**src/logic/acs_pkg.sv**
```systemverilog
package acs_pkg;
  // APB byte addresses
  localparam logic [7:0] ADDR_CTRL0     = 8'h00;
  localparam logic [7:0] ADDR_CTRL1     = 8'h04;
  localparam logic [7:0] ADDR_RES_HIGH  = 8'h08;
  localparam logic [7:0] ADDR_RES_LOW   = 8'h0c;
  localparam logic [7:0] ADDR_UPPER_THR = 8'h10;
  localparam logic [7:0] ADDR_LOWER_THR = 8'h14;
  localparam logic [7:0] ADDR_ENABLE    = 8'h18;
  localparam logic [7:0] ADDR_STATE     = 8'h1c;

  // Control register 0 fields
  localparam int CTRL0_GO_BIT     = 7;
  localparam int CTRL0_REFPIN_BIT = 6;
  localparam int CTRL0_REPEAT_BIT = 5;
  localparam int CTRL0_REFLO_BIT  = 4;
  localparam int CTRL0_SRC_LSB    = 0;
  localparam int SRC_WIDTH        = 4;

  // Control/status register 1 fields
  localparam int CTRL1_REFHI_BIT  = 7;
  localparam int CTRL1_STAGE_LSB  = 4;
  localparam int STAGE_WIDTH      = 3;
  localparam int CTRL1_UAEN_BIT   = 3;
  localparam int CTRL1_LAEN_BIT   = 2;
  localparam int CTRL1_UAST_BIT   = 1;
  localparam int CTRL1_LAST_BIT   = 0;

  // Result layout
  localparam int RES_WIDTH        = 13;
  localparam int RES_LOW_LSB      = 3;

  // Reset values
  localparam logic [7:0] CTRL0_RESET  = 8'h00;
  localparam logic [7:0] CTRL1_RESET  = 8'h00;
  localparam logic [7:0] THR_RESET    = 8'h00;
  localparam logic       ENABLE_RESET = 1'b1;

  // Timing in system clock cycles
  localparam int CONV_CYCLES    = 5129;
  localparam int WAKE_CYCLES    = 40;
  localparam int IDLE_CYCLES    = 160;
  localparam int REPEAT_CYCLES  = 256;
  localparam int CNT_WIDTH      = 16;

  typedef enum logic [4:0] {
    ST_OFF    = 5'b00001,
    ST_IDLE   = 5'b00010,
    ST_WAKE   = 5'b00100,
    ST_CONV   = 5'b01000,
    ST_REPEAT = 5'b10000
  } acs_state_t;
endpackage : acs_pkg

```
**src/logic/acs_sequencer.sv**
```systemverilog
// Functional notes
// - Effective result is 11-bit signed two's complement
// - Thirteen result bits, two lowest for correction
// - 160 idle cycles enter automatic powerdown
// - Conversion request wakes converter in 40 cycles
// - Repeat select 0: one conversion, then stop
// - Go reads 1 during 5129-cycle conversion
// - From powerdown, 40 cycles before conversion
// - Result fills high byte and low [7:3]
// - Single conversion done clears go bit
// - Complete interrupt only with both alarms off
// - Enabled upper alarm above threshold interrupts
// - Enabled lower alarm below threshold interrupts
// - Repeat mode: go drops after first, stays 0
// - First repeat conversion sends interrupt request
// - Repeat mode writes result every 256 cycles
// - Clearing repeat select stops further conversions
// - Thresholds compare result bits 11 to 4
// - Negative result: never upper, always lower alarm
// - Threshold crossings set alarm status bits
// - Status updates always; enables gate interrupt
// - One control write configures and starts
// - Disabled converter raises no interrupt
// - Alarm status set by hardware, write-1 clears
//
// Decided for this implementation: the APB slave port and the register offsets.
`timescale 1ns/1ps
module acs_sequencer #(
  parameter int CONV_LEN = acs_pkg::CONV_CYCLES
) (
  input  wire logic                             clk,
  input  wire logic                             rst,
  input  wire logic                             psel,
  input  wire logic                             penable,
  input  wire logic                             pwrite,
  input  wire logic [7:0]                       paddr,
  input  wire logic [31:0]                      pwdata,
  output logic      [31:0]                      prdata,
  output logic                                  pready,
  output logic                                  pslverr,
  input  wire logic [acs_pkg::RES_WIDTH-1:0]    sampleData,
  output logic      [acs_pkg::SRC_WIDTH-1:0]    inputSourceSelect,
  output logic      [acs_pkg::STAGE_WIDTH-1:0]  inputStageSelect,
  output logic      [1:0]                       referenceLevel,
  output logic                                  referencePinOutput,
  output logic                                  powerDown,
  output logic                                  convBusy,
  output logic                                  resultStrobe,
  output logic                                  irqReq
);
  import acs_pkg::*;

  localparam logic [CNT_WIDTH-1:0] CONV_LAST   = CNT_WIDTH'(CONV_LEN - 1);
  localparam logic [CNT_WIDTH-1:0] WAKE_LAST   = CNT_WIDTH'(WAKE_CYCLES - 1);
  localparam logic [CNT_WIDTH-1:0] IDLE_LAST   = CNT_WIDTH'(IDLE_CYCLES - 1);
  localparam logic [CNT_WIDTH-1:0] REPEAT_LAST =
    CNT_WIDTH'(REPEAT_CYCLES - 1);

  acs_state_t                state_q;
  acs_state_t                state_d;
  logic [CNT_WIDTH-1:0]      cnt_q;
  logic [CNT_WIDTH-1:0]      cnt_d;
  logic [7:0]                ctrl0_q;
  logic [7:0]                ctrl1_q;
  logic [7:0]                upperThr_q;
  logic [7:0]                lowerThr_q;
  logic                      enable_q;
  logic [RES_WIDTH-1:0]      result_q;
  logic [31:0]               rdata_q;
  logic                      irq_q;
  logic                      strobe_q;
  logic                      upperStat_q;
  logic                      lowerStat_q;
  logic                      upperStat_d;
  logic                      lowerStat_d;
  logic                      go_d;

  // Bus decode
  wire        setupPhase = psel & ~penable;
  wire        accessWr   = psel & penable & pwrite;
  wire        selCtrl0   = paddr == ADDR_CTRL0;
  wire        selCtrl1   = paddr == ADDR_CTRL1;
  wire        selResHi   = paddr == ADDR_RES_HIGH;
  wire        selResLo   = paddr == ADDR_RES_LOW;
  wire        selUpper   = paddr == ADDR_UPPER_THR;
  wire        selLower   = paddr == ADDR_LOWER_THR;
  wire        selEnable  = paddr == ADDR_ENABLE;
  wire        selState   = paddr == ADDR_STATE;
  wire        mapped     = selCtrl0 | selCtrl1 | selResHi | selResLo |
                           selUpper | selLower | selEnable | selState;
  wire        wrCtrl0    = accessWr & selCtrl0;
  wire        wrCtrl1    = accessWr & selCtrl1;
  wire        wrEnable   = accessWr & selEnable;
  wire        wrUpper    = accessWr & selUpper;
  wire        wrLower    = accessWr & selLower;
  // Writable fields; go and the status bits are handled apart
  wire [6:0]  ctrl0Wr    = pwdata[CTRL0_REFPIN_BIT:0];
  wire [5:0]  ctrl1Wr    = pwdata[CTRL1_REFHI_BIT:CTRL1_LAEN_BIT];

  // Control fields
  wire        goBit      = ctrl0_q[CTRL0_GO_BIT];
  wire        repeatSel  = ctrl0_q[CTRL0_REPEAT_BIT];
  wire        upperEn    = ctrl1_q[CTRL1_UAEN_BIT];
  wire        lowerEn    = ctrl1_q[CTRL1_LAEN_BIT];

  wire        startReq   = wrCtrl0 & pwdata[CTRL0_GO_BIT] & enable_q;
  wire        isOff      = state_q == ST_OFF;
  wire        isIdle     = state_q == ST_IDLE;
  wire        isConv     = state_q == ST_CONV;
  wire        isRepeat   = state_q == ST_REPEAT;
  wire        canStart   = startReq & (isOff | isIdle);

  // Completion points
  wire        firstDone  = isConv & (cnt_q == CONV_LAST);
  wire        nextDone   = isRepeat & (cnt_q == REPEAT_LAST) & repeatSel;
  wire        convDone   = firstDone | nextDone;

  wire        sampleSign = sampleData[RES_WIDTH-1];
  wire [7:0]  cmpBits    = sampleData[RES_WIDTH-2:RES_WIDTH-9];
  wire        upperHit   = ~sampleSign & (cmpBits > upperThr_q);
  wire        lowerHit   = sampleSign | (cmpBits < lowerThr_q);

  wire        completeIrq = ~upperEn & ~lowerEn;
  wire        alarmIrq    = (upperEn & upperHit) | (lowerEn & lowerHit);
  wire        firstRepIrq = firstDone & repeatSel;
  wire        irqEvent    = convDone & enable_q &
                            (completeIrq | alarmIrq | firstRepIrq);

  wire        clrUpper    = wrCtrl1 & pwdata[CTRL1_UAST_BIT];
  wire        clrLower    = wrCtrl1 & pwdata[CTRL1_LAST_BIT];
  wire        setUpper    = convDone & upperHit;
  wire        setLower    = convDone & lowerHit;

  always_comb begin
    upperStat_d = upperStat_q;
    lowerStat_d = lowerStat_q;
    if (clrUpper) begin
      upperStat_d = 1'b0;
    end
    if (clrLower) begin
      lowerStat_d = 1'b0;
    end
    if (setUpper) begin
      upperStat_d = 1'b1;
    end
    if (setLower) begin
      lowerStat_d = 1'b1;
    end
  end

  // Go bit: software may only set it while the converter is free
  always_comb begin
    go_d = goBit;
    if (canStart) begin
      go_d = 1'b1;
    end
    if (firstDone) begin
      go_d = 1'b0;
    end
  end

  // Sequencer
  always_comb begin
    state_d = state_q;
    cnt_d   = cnt_q + CNT_WIDTH'(1);
    unique case (state_q)
      ST_OFF: begin
        cnt_d = '0;
        if (canStart) begin
          state_d = ST_WAKE;
        end
      end
      ST_IDLE: begin
        if (canStart) begin
          state_d = ST_CONV;
          cnt_d   = '0;
        end else if (cnt_q == IDLE_LAST) begin
          state_d = ST_OFF;
          cnt_d   = '0;
        end
      end
      ST_WAKE: begin
        if (cnt_q == WAKE_LAST) begin
          state_d = ST_CONV;
          cnt_d   = '0;
        end
      end
      ST_CONV: begin
        if (cnt_q == CONV_LAST) begin
          cnt_d   = '0;
          state_d = repeatSel ? ST_REPEAT : ST_IDLE;
        end
      end
      ST_REPEAT: begin
        if (!repeatSel || !enable_q) begin
          state_d = ST_IDLE;
          cnt_d   = '0;
        end else if (cnt_q == REPEAT_LAST) begin
          cnt_d = '0;
        end
      end
    endcase
  end

  // Read mux; captured in setup so data comes from a flip-flop
  logic [31:0] rdMux;
  always_comb begin
    rdMux = '0;
    if (selCtrl0) begin
      rdMux[7:0] = ctrl0_q;
    end
    if (selCtrl1) begin
      rdMux[7:0] = {ctrl1_q[7:2], upperStat_q, lowerStat_q};
    end
    if (selResHi) begin
      rdMux[7:0] = result_q[RES_WIDTH-1:RES_WIDTH-8];
    end
    if (selResLo) begin
      rdMux[7:RES_LOW_LSB] = result_q[RES_WIDTH-9:0];
    end
    if (selUpper) begin
      rdMux[7:0] = upperThr_q;
    end
    if (selLower) begin
      rdMux[7:0] = lowerThr_q;
    end
    if (selEnable) begin
      rdMux[0] = enable_q;
    end
    if (selState) begin
      rdMux[1:0] = {convBusy, powerDown};
    end
  end

  always_ff @(posedge clk) begin
    if (rst) begin
      state_q <= ST_OFF;
      cnt_q   <= '0;
    end else begin
      state_q <= state_d;
      cnt_q   <= cnt_d;
    end
  end

  always_ff @(posedge clk) begin
    if (rst) begin
      ctrl0_q <= CTRL0_RESET;
    end else if (wrCtrl0) begin
      ctrl0_q <= {go_d, ctrl0Wr};
    end else begin
      ctrl0_q[CTRL0_GO_BIT] <= go_d;
    end
  end

  always_ff @(posedge clk) begin
    if (rst) begin
      ctrl1_q <= CTRL1_RESET;
    end else if (wrCtrl1) begin
      ctrl1_q <= {ctrl1Wr, 2'b00};
    end
  end

  // Status flops; a same-cycle set beats the clear
  always_ff @(posedge clk) begin
    if (rst) begin
      upperStat_q <= 1'b0;
      lowerStat_q <= 1'b0;
    end else begin
      upperStat_q <= upperStat_d;
      lowerStat_q <= lowerStat_d;
    end
  end

  always_ff @(posedge clk) begin
    if (rst) begin
      upperThr_q <= THR_RESET;
      lowerThr_q <= THR_RESET;
      enable_q   <= ENABLE_RESET;
    end else begin
      if (wrUpper) begin
        upperThr_q <= pwdata[7:0];
      end
      if (wrLower) begin
        lowerThr_q <= pwdata[7:0];
      end
      if (wrEnable) begin
        enable_q <= pwdata[0];
      end
    end
  end

  always_ff @(posedge clk) begin
    if (rst) begin
      result_q <= '0;
      irq_q    <= 1'b0;
      strobe_q <= 1'b0;
      rdata_q  <= '0;
    end else begin
      if (convDone) begin
        result_q <= sampleData;
      end
      irq_q    <= irqEvent;
      strobe_q <= convDone;
      if (setupPhase) begin
        rdata_q <= rdMux;
      end
    end
  end

  // Zero-wait slave keeps the CPU path short
  assign pready             = 1'b1;
  assign pslverr            = psel & penable & ~mapped;
  assign prdata             = rdata_q;
  assign inputSourceSelect  = ctrl0_q[CTRL0_SRC_LSB +: SRC_WIDTH];
  assign inputStageSelect   = ctrl1_q[CTRL1_STAGE_LSB +: STAGE_WIDTH];
  assign referenceLevel     = {ctrl1_q[CTRL1_REFHI_BIT],
                               ctrl0_q[CTRL0_REFLO_BIT]};
  assign referencePinOutput = ctrl0_q[CTRL0_REFPIN_BIT];
  assign powerDown          = isOff;
  assign convBusy           = ~(isOff | isIdle);
  assign resultStrobe       = strobe_q;
  assign irqReq             = irq_q;
endmodule : acs_sequencer

```
**config.mk**
```make
export PLATFORM = sky130hd
export DESIGN_NAME = acs_sequencer
export DESIGN_NICKNAME = d
export VERILOG_FILES = /design/src/logic/acs_pkg.sv /design/src/logic/acs_sequencer.sv
export SDC_FILE = /design/constraint.sdc
export NUM_CORES = 1
export LEC_CHECK = 0
export ABC_AREA = 1
export BUFFER_PORTS_ARGS = -buffer_cell sky130_fd_sc_hd__buf_4
export CAP_MARGIN = 40
export CORE_ASPECT_RATIO = 1.5
export CORE_MARGIN = 5
export CORE_UTILIZATION = 45
export CTS_BUF_LIST = sky130_fd_sc_hd__clkbuf_16
export CTS_CLUSTER_DIAMETER = 200
export DETAILED_ROUTE_END_ITERATION = 10
export HOLD_SLACK_MARGIN = 0.1
export PLACE_DENSITY = 0.73
export SYNTH_ARGS = -nofsm -noshare
export SYNTH_HDL_FRONTEND = slang
export SYNTH_SLANG_ARGS = --single-unit
export TNS_END_PERCENT = 30
```
**constraint.sdc**
```tcl
create_clock -name clk -period 1.8 [get_ports clk]
set_input_delay 0.18 -clock clk [delete_from_list [all_inputs] [get_ports clk]]
set_output_delay 0.18 -clock clk [all_outputs]
set_load 0.005 [all_outputs]
```
==> out/qor.txt <==
Outcome - completed
Vias in the first global route - 3973
Layout cell share with drive strength beyond 1 - 17.2%
FILL cells - 866
EDFF count, synth - 0
Commonest non-fill, non-tap cell in the layout - nand2_1
Number of port buffers - 56
TritonCTS clock tree - built
Worst Clk Skew - 0.00653 ns
Mean cell area of the mapped netlist - 6.94 µm²
Most used DFF post-synth - dfxtp_1
Sequential area share after synthesis - 36.2%
Htree depth - 3
Cell leakage power - 2.32 nW
Core Region - 0.00925 mm²
Final HPWL DP - 8.80 mm
Met3 wire len - 801 µm
Setup TNS - 0 ns
Global-route wire length before repair - 18.2 mm
Top routing layer in use - met4
Max-slew violation count - 0
Latest clock arrival within the worst-skew pair - 0.34 ns
Max Root-Sink Buffers - 2
Area of the mapped netlist - 0.00425 mm²
Clk Tree Root Cell - clkbuf_16
Crit Path Max Fanout - 6
Worst EP arrival - 2.00 ns
Synth area leaders - dfxtp_1, nand2_1, nor2_1
Yosys top cell area share - 36.2%
Chip height - 129 µm
Fin crit period - 1.72 ns
Syn Inst Count - 613
ANT nets after route - 0
Final std cells w/o fill - 805
Met1 WL - 4.49 mm
Synthesized flop and latch total - 77
Gr ovfl total - 0
Gr usage total - 20.4%
Avg WL per Cell - 14.4 µm
Via count - 4151
Yosys Warn Count - 0
Peak VDD IR - 640 µV
Final hold viol count - 0
Layout area overhead - 21.5%
TritonCTS Buffers - 9
Post-synth top area cell - dfxtp_1
DR DRC count - 0
Initial Util - 46.0%
Final net count - 764
Worst Setup End Kind - flop
Critical path type - flop to flop
Ys async rst share - 0%
Clock Sinks - 77
Vias per inst - 5.16
Max cap viols - 0
Setup Viol. Count Final - 0
Clock Pin Slew Worst Setup and Hold Paths - 0.06 ns
Largest net degree at the start of global routing - 46
Final Cycle Share - 95.8%
Startpoint Class - flop
Post-Route WL - 11.6 mm
Met2 routed WL - 5.99 mm
Total inserted antenna cells - 0
Critical path data required time - 2.07 ns
Row cnt - 43
I/O Pins - 106
Cell Pwr Density - 814 mW/mm²
DRT Pass-1 Iters - 5
Max Clk Rate - 580 MHz
Hold WC Path Type - input pin to flop
Initial antenna violation count - 0
Die width - 89.4 µm
Initial DRC count - 231
Die area - 0.0115 mm²
Synth cell types - 33
Post-Place Cells - 783
Placer Congestion - 0.930
Most frequent cells in the layout - nand2_1, inv_1, buf_4
-- synthesized netlist by cell type (2+ instances only) --
cell type / number
nand3_1: 40
xor2_1: 10
nor3_2: 3
inv_1: 82
inv_2: 2
nand2_1: 102
o21a_1: 2
nand4_1: 14
buf_4: 35
conb_1: 2
nor3_1: 8
buf_6: 2
nor2_4: 3
a21oi_1: 49
o211ai_1: 2
ha_1: 17
clkbuf_1: 7
o22ai_1: 2
dfxtp_1: 77
xnor2_1: 2
o21ai_0: 55
a31oi_1: 3
nor2_1: 84
-- state kept, by name (all words and copies together) (netlist names) --
name / flops
state_q: 5
resultStrobe: 1
upperStat_q: 1
lowerThr_q: 8
prdata: 8
irqReq: 1
enable_q: 1
ctrl0_q: 8
cnt_q: 16
lowerStat_q: 1
ctrl1_q: 6
upperThr_q: 8
result_q: 13
-- metrics by stage --
step / hold slack (ns) / total power, mW / setup slack [ns] / instance area (µm²) / util, %
floorplan: 0.315 / 2.23 / 0.164 / 4340 / -
global placement: 0.404 / 2.43 / 0.112 / 4780 / 51.6
detailed placement: 0.410 / 2.45 / 0.0333 / 4780 / 51.6
CTS: 0.102 / 4.16 / 0.0140 / 5090 / 55.0
global route: 0.108 / 4.36 / -0.0200 / 5170 / 55.9
finish: 0.108 / 4.21 / 0.0758 / 5170 / 55.9
-- final timing paths --
path / from / endpoint / slack [ns] / depth (start not counted)
worst min-delay path: sampleData[6] / result_q[6] / 0.11 / 3
worst max register to register: cnt_q[1] / state_q[2] / 0.08 / 10
worst min register to register: result_q[11] / result_q[11] / 0.45 / 2
worst max-delay path: cnt_q[1] / state_q[2] / 0.08 / 10
-- power breakdown --
part,switching [mW],internal [mW]
Clock,0.655,1.04
Combinational,0.442,0.292
Sequential,0.0345,1.74
-- metal layers --
metal | global-route usage (%) | vias to the layer above
li1 | - | 2080
met1 | 23.8 | 1888
met2 | 36.5 | 162
met3 | 3.82 | 21
met4 | 7.27 | 0
met5 | 0 | -
-- what timing repair did --
item / 4_1_cts / 5_1_grt
buffers inserted: 0 / 3
setup endpoints to repair: 0 / 34
hold buffers: 4 / 0
endpoints found under the hold margin: 4 / 0
gates resized for setup: 0 / 20
-- logic make-up after synthesis --
kind of cell / synth area share (%)
AO/OA/AOI/OAI: 14.6
XOR/XNOR: 2.47
adder cells (fa/ha/maj): 5.00
buffers and inverters: 14.9
flip-flops: 36.2
other: 0.177
AND/OR/NAND/NOR: 26.6
-- critical path: stages, from the launching register on --
cell and delay, ns:
dfxtp_2 0.34, ha_1 0.17, buf_4 0.12, nand3_1 0.08, nor2_1 0.15, nand2_1 0.09
nand2_2 0.11, nand3_2 0.11, nor2_4 0.20, nand3b_1 0.15, a21oi_2 0.16
-- final cells by class --
type / instances / area (µm²) / share of cell area, %
flip-flops and latches: 77 / 1540 / 29.9
multi-input cells: 429 / 2210 / 42.8
clock inverters: 6 / 48.8 / 0.944
well taps: 112 / 140 / 2.71
clock buffers: 9 / 225 / 4.36
inverters: 85 / 322 / 6.22
repair buffers: 87 / 676 / 13.1
Note: power is estimated with default switching activity, not from simulation.
